## config.mk

```make
export PLATFORM = sky130hd
export DESIGN_NAME = ccod_core
export DESIGN_NICKNAME = d
export VERILOG_FILES = /design/src/include/ccod_pkg.sv /design/src/hdl/ccod_core.sv
export VERILOG_INCLUDE_DIRS = /design/src /design/src/include
export SDC_FILE = /design/constraint.sdc
export NUM_CORES = 1
export LEC_CHECK = 0
export BUFFER_PORTS_ARGS = -buffer_cell sky130_fd_sc_hd__buf_2
export CAP_MARGIN = 20
export CORE_MARGIN = 1
export CORE_UTILIZATION = 45
export DETAILED_ROUTE_END_ITERATION = 16
export GPL_ROUTABILITY_DRIVEN = 0
export MAX_ROUTING_LAYER = met4
export SYNTH_ARGS = -nofsm -noshare
export SYNTH_HDL_FRONTEND = slang
export SYNTH_SLANG_ARGS = --single-unit
export TNS_END_PERCENT = 5
```

## constraint.sdc

```tcl
create_clock -name ref_clk -period 8.4 [get_ports ref_clk]
set_clock_uncertainty 0.05 [all_clocks]
set_input_delay 1.26 -clock ref_clk [delete_from_list [all_inputs] [get_ports ref_clk]]
set_output_delay 1.26 -clock ref_clk [all_outputs]
set_load 0.01 [all_outputs]
```

## src/include/ccod_map.svh

```systemverilog
// opcode patterns, widths and timing counts for the control cpu decoder
// assumes an 8-bit opcode byte and an 11-bit program address
`ifndef CCOD_MAP_SVH
`define CCOD_MAP_SVH

`define CCOD_ADDR_W      11
`define CCOD_PC_RST      11'h000
`define CCOD_PC_ONE      11'h001
`define CCOD_PC_TWO      11'h002
`define CCOD_BUS_WAIT    2'h2
`define CCOD_CNT_ONE     2'h1
`define CCOD_CNT_ZERO    2'h0
`define CCOD_BYTE_ZERO   8'h00
`define CCOD_BYTE_ONE    8'h01

// whole-byte opcodes: accumulator, load immediate, idle, interrupt enable and returns
`define CCOD_OP_INC_BIN  8'h00
`define CCOD_OP_DEC_BIN  8'h01
`define CCOD_OP_INC_DEC  8'h02
`define CCOD_OP_CLR      8'h04
`define CCOD_OP_CMPL     8'h05
`define CCOD_OP_SHL      8'h06
`define CCOD_OP_SHR      8'h07
`define CCOD_OP_DEC_DEC  8'hC3
`define CCOD_OP_LOAD_IMM 8'hDF
`define CCOD_OP_IDLE     8'h5F
`define CCOD_OP_INT_EN   8'h2F
`define CCOD_OP_INT_DIS  8'hAF
`define CCOD_OP_RET_SUB  8'hB8
`define CCOD_OP_RET_INT  8'hB0
`define CCOD_OP_RET_INTE 8'hB1

// upper nibble groups, low nibble is register or port select; five-bit groups, low three bits are skip code or address high bits
`define CCOD_GRP_PORT_IN  4'h4
`define CCOD_GRP_PORT_OUT 4'h5
`define CCOD_GRP_LOAD_REG 4'h6
`define CCOD_GRP_STORE    4'h7
`define CCOD_GRP_PORT_IMM 4'hC
`define CCOD_GRP_REG_IMM  4'hD
`define CCOD_GRP_SKIP     5'h01
`define CCOD_GRP_JUMP     5'h10
`define CCOD_GRP_CALL     5'h11
`define CCOD_GRP_JUMP_IND 5'h12
`define CCOD_GRP_CALL_IND 5'h13

// skip condition codes, low three bits of the skip group
`define CCOD_SK_GT  3'h0
`define CCOD_SK_LT  3'h1
`define CCOD_SK_EQ  3'h2
`define CCOD_SK_AZ  3'h3
`define CCOD_SK_LE  3'h4
`define CCOD_SK_GE  3'h5
`define CCOD_SK_NE  3'h6
`define CCOD_SK_AN  3'h7

`endif

```

## src/include/ccod_pkg.sv

```systemverilog
// types for the control cpu decoder
// assumes ccod_map.svh is on the include path
`include "ccod_map.svh"
package ccod_pkg;
	typedef logic [`CCOD_ADDR_W-1:0] ccod_addr_t;

	// gray sequence fetch -> decode -> operand -> write, port read off decode
	typedef enum logic [2:0]
	{
		ST_FETCH  = 3'h0,
		ST_DECODE = 3'h1,
		ST_OPER   = 3'h3,
		ST_WRITE  = 3'h2,
		ST_PORT   = 3'h6
	} ccod_state_e;

	typedef struct packed
	{
		ccod_state_e      state;
		logic [1:0]       cnt;
		ccod_addr_t       pc;
		ccod_addr_t       sub_ret;
		ccod_addr_t       int_ret;
		logic             int_en;
		logic [7:0]       working_register;
		logic [15:0][7:0] regs;
		logic [7:0]       op;
		logic [7:0]       din_s1;
		logic [7:0]       din_s2;
		logic             irq_s1;
		logic             irq_s2;
		logic [3:0]       port_select;
		logic [7:0]       dout;
	} ccod_state_s;
endpackage

```

## src/hdl/ccod_core.sv

```systemverilog
// control cpu: fetch, decode and execute of the opcode set
// assumes a program rom and device-selected ports sharing one data bus
//
// Overview of operation
// - opcode 00 selects binary increment of working register
// - opcode 02 selects decimal increment
// - opcode 01 selects binary decrement
// - opcode C3 selects decimal decrement
// - load immediate fetches next byte into working register
// - load_from_register copies selected register to working
// - store_to_register writes working into selected register
// - port_input reads selected port onto working register
// - port_output_immediate sends next byte to port
// - register_store_immediate puts next byte in register
// - two-byte instructions other than jump and call advance pc past both bytes
// - return variant restores pc and re-enables interrupts
// - call_indirect saves return, jumps to indirect target
// - jump_indirect branches indirectly, saves nothing
// - octal 137 is idle_op, only pc advances
`timescale 1ns/1ps
`include "ccod_map.svh"

module ccod_core
#(
	parameter logic [`CCOD_ADDR_W-1:0] IRQ_VECTOR = 11'h0FF
)
(
	// clock and reset
	input  wire logic               ref_clk,
	input  wire logic               srst,
	// program rom
	output ccod_pkg::ccod_addr_t     pgm_addr,
	output logic                     pgm_rd,
	// shared data bus, three-signal form
	input  wire logic [7:0]         data_in,
	output logic [7:0]               data_out,
	output logic                     data_oe_n,
	// device-selected ports
	output logic [3:0]               port_select,
	output logic                     port_rd,
	output logic                     port_wr,
	// interrupt request, asynchronous
	input  wire logic               irq_req,
	output logic                     int_enabled
);
	import ccod_pkg::*;

	if (IRQ_VECTOR == {`CCOD_ADDR_W{1'b1}})
	begin : g_bad_vector
		$error("vector must leave room for the following byte");
	end

	// ****************************************
	// helpers
	// ****************************************
	function automatic logic [7:0] bcd_inc(input logic [7:0] v);
		logic [7:0] r;
		r = v;
		if (v[3:0] >= 4'h9)
		begin
			r[3:0] = 4'h0;
			r[7:4] = (v[7:4] >= 4'h9) ? 4'h0 : v[7:4] + 4'h1;
		end
		else
		begin
			r[3:0] = v[3:0] + 4'h1;
		end
		return r;
	endfunction

	function automatic logic [7:0] bcd_dec(input logic [7:0] v);
		logic [7:0] r;
		r = v;
		if (v[3:0] == 4'h0)
		begin
			r[3:0] = 4'h9;
			r[7:4] = (v[7:4] == 4'h0) ? 4'h9 : v[7:4] - 4'h1;
		end
		else
		begin
			r[3:0] = v[3:0] - 4'h1;
		end
		return r;
	endfunction

	function automatic logic skip_true(input logic [2:0] c, input logic [7:0] a,
		input logic [7:0] r0);
		logic t;
		t = 1'b0;
		case (c)
			`CCOD_SK_GT: t = a > r0;
			`CCOD_SK_LT: t = a < r0;
			`CCOD_SK_EQ: t = a == r0;
			`CCOD_SK_AZ: t = a == `CCOD_BYTE_ZERO;
			`CCOD_SK_LE: t = a <= r0;
			`CCOD_SK_GE: t = a >= r0;
			`CCOD_SK_NE: t = a != r0;
			`CCOD_SK_AN: t = a != `CCOD_BYTE_ZERO;
			default:     t = 1'b0;
		endcase
		return t;
	endfunction

	// ****************************************
	// state
	// ****************************************
	ccod_state_s cur_reg;
	ccod_state_s cur_next;
	logic        bus_ready;
	logic [7:0]  bus_byte;

	assign bus_ready = cur_reg.cnt == `CCOD_BUS_WAIT;
	assign bus_byte  = cur_reg.din_s2;

	always_comb
	begin
		cur_next = cur_reg;
		// data and irq pins cross in through two flops before use
		cur_next.din_s1 = data_in;
		cur_next.din_s2 = cur_reg.din_s1;
		cur_next.irq_s1 = irq_req;
		cur_next.irq_s2 = cur_reg.irq_s1;
		case (cur_reg.state)
			ST_FETCH:
			begin
				if (cur_reg.cnt == `CCOD_CNT_ZERO && cur_reg.int_en && cur_reg.irq_s2)
				begin
					// vector taken before fetch, no half-read opcode to undo
					cur_next.int_ret = cur_reg.pc;
					cur_next.pc      = IRQ_VECTOR;
					cur_next.int_en  = 1'b0;
				end
				else if (bus_ready)
				begin
					cur_next.op    = bus_byte;
					cur_next.cnt   = 2'h0;
					cur_next.state = ST_DECODE;
				end
				else
				begin
					cur_next.cnt = cur_reg.cnt + `CCOD_CNT_ONE;
				end
			end
			ST_DECODE:
			begin
				cur_next.state = ST_FETCH;
				cur_next.pc    = cur_reg.pc + `CCOD_PC_ONE;
				if (cur_reg.op == `CCOD_OP_INC_BIN)
					cur_next.working_register = cur_reg.working_register + `CCOD_BYTE_ONE;
				else if (cur_reg.op == `CCOD_OP_INC_DEC)
					cur_next.working_register = bcd_inc(cur_reg.working_register);
				else if (cur_reg.op == `CCOD_OP_DEC_BIN)
					cur_next.working_register = cur_reg.working_register - `CCOD_BYTE_ONE;
				else if (cur_reg.op == `CCOD_OP_DEC_DEC)
					cur_next.working_register = bcd_dec(cur_reg.working_register);
				else if (cur_reg.op == `CCOD_OP_CLR)
					cur_next.working_register = `CCOD_BYTE_ZERO;
				else if (cur_reg.op == `CCOD_OP_CMPL)
					cur_next.working_register = ~cur_reg.working_register;
				else if (cur_reg.op == `CCOD_OP_SHL)
					cur_next.working_register = {cur_reg.working_register[6:0], 1'b0};
				else if (cur_reg.op == `CCOD_OP_SHR)
					cur_next.working_register = {1'b0, cur_reg.working_register[7:1]};
				else if (cur_reg.op == `CCOD_OP_IDLE)
					cur_next.pc = cur_reg.pc + `CCOD_PC_ONE;
				else if (cur_reg.op == `CCOD_OP_INT_EN)
					cur_next.int_en = 1'b1;
				else if (cur_reg.op == `CCOD_OP_INT_DIS)
					cur_next.int_en = 1'b0;
				else if (cur_reg.op == `CCOD_OP_RET_SUB)
					cur_next.pc = cur_reg.sub_ret;
				else if (cur_reg.op == `CCOD_OP_RET_INT)
					cur_next.pc = cur_reg.int_ret;
				else if (cur_reg.op == `CCOD_OP_RET_INTE)
				begin
					cur_next.pc     = cur_reg.int_ret;
					cur_next.int_en = 1'b1;
				end
				else if (cur_reg.op[7:3] == `CCOD_GRP_SKIP)
				begin
					// a taken skip passes a two-byte slot
					if (skip_true(cur_reg.op[2:0], cur_reg.working_register, cur_reg.regs[0]))
						cur_next.pc = cur_reg.pc + `CCOD_PC_TWO + `CCOD_PC_ONE;
				end
				else if (cur_reg.op[7:3] == `CCOD_GRP_JUMP_IND)
					cur_next.pc = {cur_reg.op[2:0], cur_reg.working_register};
				else if (cur_reg.op[7:3] == `CCOD_GRP_CALL_IND)
				begin
					cur_next.sub_ret = cur_reg.pc + `CCOD_PC_ONE;
					cur_next.pc      = {cur_reg.op[2:0], cur_reg.working_register};
				end
				else if (cur_reg.op[7:4] == `CCOD_GRP_LOAD_REG)
					cur_next.working_register = cur_reg.regs[cur_reg.op[3:0]];
				else if (cur_reg.op[7:4] == `CCOD_GRP_STORE)
					cur_next.regs[cur_reg.op[3:0]] = cur_reg.working_register;
				else if (cur_reg.op[7:4] == `CCOD_GRP_PORT_IN)
				begin
					cur_next.port_select = cur_reg.op[3:0];
					cur_next.pc          = cur_reg.pc;
					cur_next.state       = ST_PORT;
				end
				else if (cur_reg.op[7:4] == `CCOD_GRP_PORT_OUT)
				begin
					cur_next.port_select = cur_reg.op[3:0];
					cur_next.dout        = cur_reg.working_register;
					cur_next.state       = ST_WRITE;
				end
				else if (cur_reg.op == `CCOD_OP_LOAD_IMM
					|| cur_reg.op[7:4] == `CCOD_GRP_PORT_IMM
					|| cur_reg.op[7:4] == `CCOD_GRP_REG_IMM
					|| cur_reg.op[7:3] == `CCOD_GRP_JUMP
					|| cur_reg.op[7:3] == `CCOD_GRP_CALL)
					cur_next.state = ST_OPER;
			end
			ST_OPER:
			begin
				if (bus_ready)
				begin
					cur_next.cnt   = 2'h0;
					cur_next.state = ST_FETCH;
					cur_next.pc    = cur_reg.pc + `CCOD_PC_ONE;
					if (cur_reg.op == `CCOD_OP_LOAD_IMM)
						cur_next.working_register = bus_byte;
					else if (cur_reg.op[7:4] == `CCOD_GRP_PORT_IMM)
					begin
						cur_next.port_select = cur_reg.op[3:0];
						cur_next.dout        = bus_byte;
						cur_next.state       = ST_WRITE;
					end
					else if (cur_reg.op[7:4] == `CCOD_GRP_REG_IMM)
						cur_next.regs[cur_reg.op[3:0]] = bus_byte;
					else
					begin
						if (cur_reg.op[7:3] == `CCOD_GRP_CALL)
							cur_next.sub_ret = cur_reg.pc + `CCOD_PC_ONE;
						cur_next.pc = {cur_reg.op[2:0], bus_byte};
					end
				end
				else
				begin
					cur_next.cnt = cur_reg.cnt + `CCOD_CNT_ONE;
				end
			end
			ST_WRITE:
			begin
				cur_next.state = ST_FETCH;
			end
			ST_PORT:
			begin
				if (bus_ready)
				begin
					cur_next.working_register = bus_byte;
					cur_next.cnt              = 2'h0;
					cur_next.pc               = cur_reg.pc + `CCOD_PC_ONE;
					cur_next.state            = ST_FETCH;
				end
				else
				begin
					cur_next.cnt = cur_reg.cnt + `CCOD_CNT_ONE;
				end
			end
			default:
			begin
				cur_next.state = ST_FETCH;
				cur_next.cnt   = 2'h0;
			end
		endcase
	end

	always_ff @(posedge ref_clk)
	begin
		if (srst)
		begin
			cur_reg       <= '0;
			cur_reg.state <= ST_FETCH;
			cur_reg.pc    <= `CCOD_PC_RST;
		end
		else
		begin
			cur_reg <= cur_next;
		end
	end

	// ****************************************
	// outputs
	// ****************************************
	assign pgm_addr    = cur_reg.pc;
	assign pgm_rd      = cur_reg.state == ST_FETCH || cur_reg.state == ST_OPER;
	assign data_out    = cur_reg.dout;
	assign data_oe_n   = cur_reg.state != ST_WRITE;
	assign port_select = cur_reg.port_select;
	assign port_rd     = cur_reg.state == ST_PORT;
	assign port_wr     = cur_reg.state == ST_WRITE;
	assign int_enabled = cur_reg.int_en;

endmodule // ccod_core

```

==> qor.csv, run 1 <==
metric,value,unit
status,completed,
Worst VDD drop,0.166,mV
CTS tree,done,
CP Class,reg -> reg,
Largest register FFs,172,
"Seq/Total Area, Yosys",36.1,%
fin crit share,45.4,%
Post-Syn Area,0.0118,mm2
NumNets Final,1340,
DRT iter0 DRCs,1017,
core area,0.0255,mm2
crit path DAT,4.13,ns
Starting Density,46.4,%
"Hold-fix buffers, CTS",0,
final worst-path setup slack,4.59,ns
full die area,0.0269,mm2
H-Tree Depth,1,
area share of the largest cell type after synthesis,36.1,%
CP startpoint kind,register,
multi-input logic area,0.00671,mm2
Skew-Pair Late Insertion Delay,0.54,ns
Post-synth EDFFs,0,
wire length per cell,20.7,um
setup TNS,0,ns
total track usage,26.6,%
power share of the sequential group,38.9,%
Sw Ratio,32.8,%
Post-Syn Area per Cell,8.61,um2
Layout Cell Area excl Fill,0.0127,mm2
Final Hold Fails,0,
net switching power,0.965,mW
share of cells above drive strength 1,15.2,%
Syn Nets,1400,
Syn. warnings,0,
#FFs+latches synth,213,
Filler cells,2410,
Num CTS Buffers,24,
"top cells by area, synth","dfxtp_1 36%, nor2_1 7.8%, mux4_2 7.6%",
top-count cell post-synth,nor2_1,
row cnt,58,
via count,10100,
Pwr Density,231,mW/mm2
unrepaired setup endpoints after global routing,false,
Gate power share,22.6,%
Slew headroom,31.9,%
initial antenna violation count,0,
Die H,164,um
Root Driver,clkbuf_16,
final wirelength,34.3,mm
Pint,1.98,mW
vias per cell,6.11,
Initial DRT Pass Iterations,5,
leak pwr,4.18,nW
port bufs,38,
FF/Latch Area,0.00427,mm2
Clock Pin Slew Worst Setup and Hold Paths,0.06,ns
number of global-route vias before repair,9256,
diode count,0,
Clock Power Share,38.4,%
worst hold path type,reg -> reg,
critical path endpoint category,register,
FMAX,262,MHz
grt ovf,0,
first-pass GRT wire length,54.2,mm
"Core Util, Final",50.0,%
Critical Path RT,8.72,ns
most frequent cells after synthesis,"246 x nor2_1, 213 x dfxtp_1, 111 x a211oi_1",
cells after synthesis,1373,
final antenna-violating net count,0,
clock buffer depth,3,
HPWL after detailed placement,22.7,mm
actual slew at the worst max-slew pin,1.02,ns
Synth area leader,dfxtp_1,
hold slack,0.383,ns
largest net degree at the start of global routing,130,
Post-CTS Resized,0,
Netlist cell types,81,
fin crit period,3.81,ns
Main synth FF type,dfxtp_1,
residual DRC count,0,
P&R area growth vs syn,7.76,%
# setup viols final,0,
Post-CTS Setup Bufs,0,
Post-DP Area,0.0119,mm2
count of pins over their slew limit,0,
pre-CTS WS,4.56,ns
largest fanout on the critical path,23,
ys async rst share,0,%
IO Pins,39,
Num Clock Sinks,213,
chip width,164,um
total of max-cap violations,0,
==> final timing paths <==
check                     from           end  slack, ns  cells after the start
setup / recovery   cur_reg[32]  cur_reg[172]       4.59                      8
setup reg to reg   cur_reg[32]  cur_reg[172]       4.59                      8
hold reg to reg   cur_next[16]   bus_byte[2]       0.38                      1
hold / removal    cur_next[16]   bus_byte[2]       0.38                      1
==> cell type report <==
type | count | share of cell area [%]
inverters | 29 | 0.855
clock inverters | 13 | 1.72
repair buffers | 61 | 2.90
multi-input cells | 984 | 52.7
well taps | 330 | 3.24
clock buffers | 29 | 5.02
flip-flops and latches | 213 | 33.5
==> critical path, stage by stage, from the launching register on <==
cell	delay (ns)
dfxtp_1	0.95
inv_1	0.55
nor3_1	0.62
a211oi_1	0.21
a21oi_2	0.52
nand2_2	0.22
nor2_1	0.19
o221ai_1	0.15
nor4b_2	0.19
==> power groups by stage <==
stage | registers [mW] | logic, mW | clock network (mW)
detailed placement | 1.16 | 0.649 | 0
CTS | 1.14 | 0.652 | 1.15
finish | 1.15 | 0.667 | 1.13
global placement | 1.16 | 0.644 | 0
global route | 1.15 | 0.725 | 1.19
floorplan | 1.09 | 0.540 | 0
==> through the flow <==
stage	power (mW)	std cells
2_1_floorplan	1.63	1373
3_3_place_gp	1.81	1615
3_5_place_dp	1.81	1615
4_1_cts	2.94	1657
5_1_grt	3.06	1659
6_report	2.95	1659
==> kinds of logic (layout without fill, tap and decap cells) <==
kind of cell | Yosys count | count (layout) | synth area share (%)
simple gates | 499 | 499 | 20.4
compound gates | 376 | 376 | 22.5
flops | 213 | 213 | 36.1
buf+inv | 176 | 132 | 7.39
mux | 68 | 68 | 10.1
xor+xnor | 25 | 25 | 1.85
fa+ha+maj | 16 | 16 | 1.69
==> layout by cell type (no fill, tap or decap), types with 24 or more instances in the layout <==
cell type and n:
nand2_1 79, a211oi_1 111, clkbuf_16 24, mux4_2 40, buf_2 37, a21oi_1 100
o21ai_0 40, nor2_1 246, nor2b_1 27, nand3_1 41, dfxtp_1 210, nor3_1 28
inv_1 28
==> per-layer routing <==
layer / vias to the layer above / global-route usage (%) / wire, um
met3: 46 / 3.31 / 2250
met5: - / - / 0
li1: 4853 / - / -
met1: 4875 / 39.4 / 16500
met2: 369 / 37.7 / 14900
met4: 0 / 6.99 / 671
No activity file was read; power rests on OpenSTA's default activity.
==> run 2: changes to the inputs <==
==> constraint.sdc (replaced) <==
create_clock -name ref_clk -period 3.1 [get_ports ref_clk]
set_clock_uncertainty 0.05 [all_clocks]
set_input_delay 0.465 -clock ref_clk [delete_from_list [all_inputs] [get_ports ref_clk]]
set_output_delay 0.465 -clock ref_clk [all_outputs]
set_load 0.01 [all_outputs]
==> run 2 against run 1 <==
  * Cell area grew 5.2%
  * Clock power rose to 2.7 times the previous value
  * Largest cell class unchanged
  * Die area is the same
  * Worst setup slack got worse by 4.4 ns
  * Routed wire length increased by 5.3%
  * Sequential power grew to 2.6 times the previous value
  * Non-clock buffer count increased by 82
  * Sequential share of layout area is 1.6 points lower
  * Critical path depth increased by 4
  * Largest power group is now clock
  * Highest routed layer unchanged
  * Via count up 3.6%
  * Register-to-register slack got worse by 4.4 ns
==> qor.csv, run 2 (synthesized netlist as in run 1, its figures left out) <==
metric,value,unit,change
fin crit share,95.1,%,was 45.4%
GR Util met3,3.99,%,was 3.31%
DRT iter0 DRCs,1052,,was 1017
HPWL after detailed placement,24.8,mm,was 22.7 mm
Largest register FFs,172,,unchanged
"leading cell type in the layout, fill and taps excluded",nor2_1,,unchanged
CTS tree,done,,unchanged
# setup viols final,0,,unchanged
hold wc startpoint,data_in[5],,was cur_next[16]
Pwr Density,607,mW/mm2,was 231 mW/mm2
Clock Pin Slew Worst Setup and Hold Paths,0.06,ns,about the same
Layout Cell Area excl Fill,0.0134,mm2,was 0.0127 mm2
count of pins over their slew limit,0,,unchanged
slowest CP cell,or3b_2,,was dfxtp_1
fin crit period,2.95,ns,was 3.81 ns
FF/Latch Area,0.00427,mm2,unchanged
GR Util met1,40.5,%,was 39.4%
crit path launch,cur_reg[166],,was cur_reg[32]
P&R area growth vs syn,13.3,%,was 7.76%
status,completed,,unchanged
vias per cell,6.02,,was 6.11
port bufs,38,,unchanged
grt ovf,0,,unchanged
global routing's busiest layer,met2,,was met1
FMAX,339,MHz,was 262 MHz
critical path endpoint category,register,,unchanged
Die H,164,um,unchanged
total track usage,28.0,%,was 26.6%
full die area,0.0269,mm2,unchanged
initial antenna violation count,0,,unchanged
core area,0.0255,mm2,unchanged
Starting Density,46.4,%,unchanged
leak pwr,4.58,nW,was 4.18 nW
residual DRC count,0,,unchanged
first-pass GRT wire length,56.6,mm,was 54.2 mm
Worst VDD drop,0.406,mV,was 0.166 mV
r2r startpoint,cur_reg[166],,was cur_reg[32]
CP startpoint kind,register,,unchanged
NumNets Final,1423,,was 1340
final worst-path setup slack,0.151,ns,was 4.59 ns
chip width,164,um,unchanged
share of cells above drive strength 1,20.4,%,was 15.2%
actual slew at the worst max-slew pin,0.873,ns,was 1.02 ns
"Hold-fix buffers, CTS",0,,unchanged
worst-path cell chain,inv_1 -> ha_1 -> or3b_2 -> o21a_1 -> o21ai_0 -> nand3_1 -> o31ai_4 -> buf_4 -> mux2i_1 -> xnor2_1 -> o2111ai_1 -> nand2_1,,was inv_1 -> nor3_1 -> a211oi_1 -> a21oi_2 -> nand2_2 -> nor2_1 -> o221ai_1 -> nor4b_2
Post-DP Area,0.0125,mm2,was 0.0119 mm2
met2 GRT Util,40.5,%,was 37.7%
Slew headroom,41.4,%,was 31.9%
total of max-cap violations,0,,unchanged
largest fanout on the critical path,6,,was 23
H-Tree Depth,1,,unchanged
Num CTS Buffers,25,,was 24
worst hold path type,in -> reg,,was reg -> reg
Filler cells,2396,,was 2410
crit path DAT,3.32,ns,was 4.13 ns
Initial DRT Pass Iterations,5,,unchanged
Critical Path RT,3.47,ns,was 8.72 ns
Skew-Pair Late Insertion Delay,0.54,ns,about the same
peak per-stage delay on the critical path,0.57,ns,was 0.95 ns
pre-CTS WS,0.0706,ns,was 4.56 ns
Num Clock Sinks,213,,unchanged
clock buffer depth,3,,unchanged
row cnt,58,,unchanged
final antenna-violating net count,0,,unchanged
IO Pins,39,,unchanged
wire length per cell,20.7,um,about the same
multi-input logic area,0.00673,mm2,was 0.00671 mm2
via count,10500,,was 10100
CP Class,reg -> reg,,unchanged
largest net degree at the start of global routing,100,,was 130
final wirelength,36.1,mm,was 34.3 mm
number of global-route vias before repair,9663,,was 9256
most frequent cells in the layout,"245 x nor2_1, 210 x dfxtp_1, 111 x a211oi_1",,"was 246 x nor2_1, 210 x dfxtp_1, 111 x a211oi_1"
Root Driver,clkbuf_16,,unchanged
Final Hold Fails,0,,unchanged
==> run 2: changes by cell type in the layout (fill, tap and decap cells not counted), moves of 2 or more <==
cell and change:
clkinvlp_4 +2, bufinv_16 -3, buf_4 +78, clkbuf_8 +3
clkbuf_1 +2, clkinv_2 -3, buf_12 +3
==> run 2: worst paths after layout <==
check	endpoint	cells past startpoint	slack, ns
hold / removal	cur_next[19]	2	0.09
hold reg to reg	bus_byte[6]	1	0.38
setup / recovery	pgm_addr[10]	12	0.15
setup reg to reg	pgm_addr[10]	12	0.15
==> run 2: layout make-up <==
class	count	area share, %
multi-input cells	984	50.2
clock buffers	35	5.33
well taps	330	3.08
flip-flops and latches	213	31.9
repair buffers	143	7.69
inverters	29	0.813
clock inverters	10	0.934
diodes	1	0.0187
==> run 2: critical path: cells and delay by family (launching register included) <==
family / cells / cell delay [ns]
DFF: 1 / 0.31
buffers and inverters: 2 / 0.33
muxes: 1 / 0.23
AOI/OAI and AO/OA: 4 / 0.76
adders and majority gates: 1 / 0.22
xor gates and xnor gates: 1 / 0.09
and+or+nand+nor: 3 / 0.82
==> run 2: where the power goes <==
| part | internal, mW | switching [mW] |
|---|---|---|
| registers | 2.83 | 0.143 |
| clock network | 1.78 | 1.22 |
| logic | 0.801 | 1.34 |
| total | 5.42 | 2.71 |
==> run 2: per-layer routing <==
layer  share of wire [%]  wire (um)
met5                   0          0
met2                  43      15600
met3                 7.8       2800
met1                  47      17000
met4                 2.1        773
==> run 2: timing repair <==
item                                    in CTS  in global routing
endpoints found under the setup margin       0                 18
gates resized for setup                      0                  6
buffers inserted                             0                  8
==> run 2: per-stage QoR <==
step | hold slack [ns] | setup TNS, ns | util [%] | std cells | power, mW
after floorplan | 0.364 | 0 | - | 1373 | 4.41
after global placement | 0.369 | 0 | 48.9 | 1691 | 5.09
after detailed placement | 0.374 | 0 | 48.9 | 1691 | 5.10
after CTS | 0.0843 | 0 | 52.2 | 1736 | 8.10
after global routing | 0.0861 | -0.0988 | 52.6 | 1744 | 8.46
final | 0.0867 | 0 | 52.6 | 1745 | 8.12
==> run 3: changes to the inputs <==
==> constraint.sdc (replaced) <==
create_clock -name ref_clk -period 3.6 [get_ports ref_clk]
set_clock_uncertainty 0.05 [all_clocks]
set_input_delay 0.54 -clock ref_clk [delete_from_list [all_inputs] [get_ports ref_clk]]
set_output_delay 0.54 -clock ref_clk [all_outputs]
set_load 0.01 [all_outputs]
==> run 3 against run 2 <==
  * Core utilization fell by 1.1 points
  * Hold slack improved by 0.094 ns
  * Cell area fell by 2.1%
  * Highest routed layer unchanged
==> qor.csv, run 3 (synthesized netlist as in run 1, its figures left out) <==
metric,value,unit,change
worst hold path type,in -> reg,,unchanged
Largest register FFs,172,,unchanged
r2r startpoint,cur_reg[170],,was cur_reg[166]
first-pass GRT wire length,56.4,mm,was 56.6 mm
count of pins over their slew limit,0,,unchanged
fin crit period,3.34,ns,was 2.95 ns
worst-path cell chain,inv_1 -> ha_1 -> or3b_2 -> o21a_1 -> o21ai_0 -> nand3_1 -> o31ai_4 -> mux2i_1 -> xor2_1 -> a21oi_1 -> nor3_1,,was inv_1 -> ha_1 -> or3b_2 -> o21a_1 -> o21ai_0 -> nand3_1 -> o31ai_4 -> buf_4 -> mux2i_1 -> xnor2_1 -> o2111ai_1 -> nand2_1
setup TNS,0,ns,unchanged
Num Clock Sinks,213,,unchanged
fin crit share,92.7,%,was 95.1%
initial antenna violation count,0,,unchanged
CP Class,reg -> reg,,unchanged
"leading cell type in the layout, fill and taps excluded",nor2_1,,unchanged
"Hold-fix buffers, CTS",0,,unchanged
port bufs,38,,unchanged
share of cells above drive strength 1,18.5,%,was 20.4%
Final Hold Fails,0,,unchanged
residual DRC count,0,,unchanged
grt ovf,0,,unchanged
largest net degree at the start of global routing,87,,was 100
crit path launch,cur_reg[170],,was cur_reg[166]
hold wc startpoint,irq_req,,was data_in[5]
critical path endpoint category,register,,unchanged
final antenna-violating net count,0,,unchanged
via count,10500,,about the same
diode count,0,,was 1
peak per-stage delay on the critical path,0.53,ns,was 0.57 ns
DRT iter0 DRCs,975,,was 1052
Slew headroom,37.4,%,was 41.4%
chip width,164,um,unchanged
clock buffer depth,3,,unchanged
total track usage,27.8,%,was 28.0%
total of max-cap violations,0,,unchanged
CP startpoint kind,register,,unchanged
Clock Pin Slew Worst Setup and Hold Paths,0.06,ns,about the same
CTS tree,done,,unchanged
Skew-Pair Late Insertion Delay,0.53,ns,was 0.54 ns
P&R area growth vs syn,10.9,%,was 13.3%
status,completed,,unchanged
leak pwr,4.42,nW,was 4.58 nW
Final Total Pwr,6.75,mW,was 8.12 mW
largest fanout on the critical path,10,,was 6
Post-DP Area,0.0123,mm2,was 0.0125 mm2
core area,0.0255,mm2,unchanged
Post-CTS Setup Bufs,0,,unchanged
vias per cell,6.13,,was 6.02
wire length per cell,20.9,um,was 20.7 um
row cnt,58,,unchanged
Worst VDD drop,0.508,mV,was 0.406 mV
full die area,0.0269,mm2,unchanged
# setup viols final,0,,unchanged
Starting Density,46.4,%,unchanged
Post-CTS Resized,0,,unchanged
Root Driver,clkbuf_16,,unchanged
H-Tree Depth,1,,unchanged
Layout Cell Area excl Fill,0.0131,mm2,was 0.0134 mm2
final wirelength,35.8,mm,was 36.1 mm
actual slew at the worst max-slew pin,0.921,ns,was 0.873 ns
FMAX,300,MHz,was 339 MHz
number of global-route vias before repair,9788,,was 9663
NumNets Final,1393,,was 1423
unrepaired setup endpoints after global routing,false,,
HPWL after detailed placement,24.6,mm,was 24.8 mm
most frequent cells in the layout,"246 x nor2_1, 210 x dfxtp_1, 111 x a211oi_1",,"was 245 x nor2_1, 210 x dfxtp_1, 111 x a211oi_1"
Num CTS Buffers,24,,was 25
slowest CP cell,or3b_2,,unchanged
Critical Path RT,3.99,ns,was 3.47 ns
IO Pins,39,,unchanged
Pwr Density,515,mW/mm2,was 607 mW/mm2
Die H,164,um,unchanged
Initial DRT Pass Iterations,5,,unchanged
crit path DAT,3.73,ns,was 3.32 ns
-- run 3: cell type report --
| cell class | instances | area [um2] |
|---|---|---|
| Clock buffer | 33 | 684 |
| Clock inverter | 11 | 121 |
| Fill cell | 2353 | 12400 |
| Inverter | 29 | 109 |
| Multi-Input combinational cell | 984 | 6710 |
| Sequential cell | 213 | 4270 |
| Tap cell | 330 | 413 |
| Timing Repair Buffer | 114 | 792 |
-- run 3: metal layers --
metal,global-route usage (%),wire length (um),vias up
li1,-,-,4966
met1,40.2,16600,5006
met2,39.7,15300,453
met3,4.75,3030,76
met4,7.45,877,0
met5,-,0,-
-- run 3: critical path: cells and delay by family (launching register included) --
family	cells	cell delay, ns
AOI/OAI and AO/OA	4	0.82
xor gates and xnor gates	1	0.17
adders and majority gates	1	0.31
buffers and inverters	1	0.28
DFF	1	0.42
muxes	1	0.28
and+or+nand+nor	3	0.91
-- run 3: worst paths after layout --
path	end	slack [ns]	depth (start not counted)
worst min-delay path	cur_next[12]	0.18	2
worst max register to register	pgm_addr[2]	0.26	11
worst max-delay path	pgm_addr[2]	0.26	11
worst min register to register	bus_byte[6]	0.39	1
-- run 3: power by group --
group / internal, mW / switching, mW / total (mW) / leakage, nW
Sequential: 2.44 / 0.160 / 2.60 / 1.72
Combinational: 0.607 / 1.10 / 1.71 / 2.31
Clock: 1.42 / 1.02 / 2.44 / 0.391
Total: 4.47 / 2.29 / 6.75 / 4.42
-- run 3: metrics by stage --
step	hold slack, ns	util, %	instances	setup slack [ns]
finish	0.181	51.4	1714	0.262
global route	0.176	51.4	1714	0.0741
CTS	0.171	51.4	1714	0.373
detailed placement	0.376	48.3	1670	0.386
global placement	0.368	48.3	1670	0.431
floorplan	0.364	-	1373	0.753
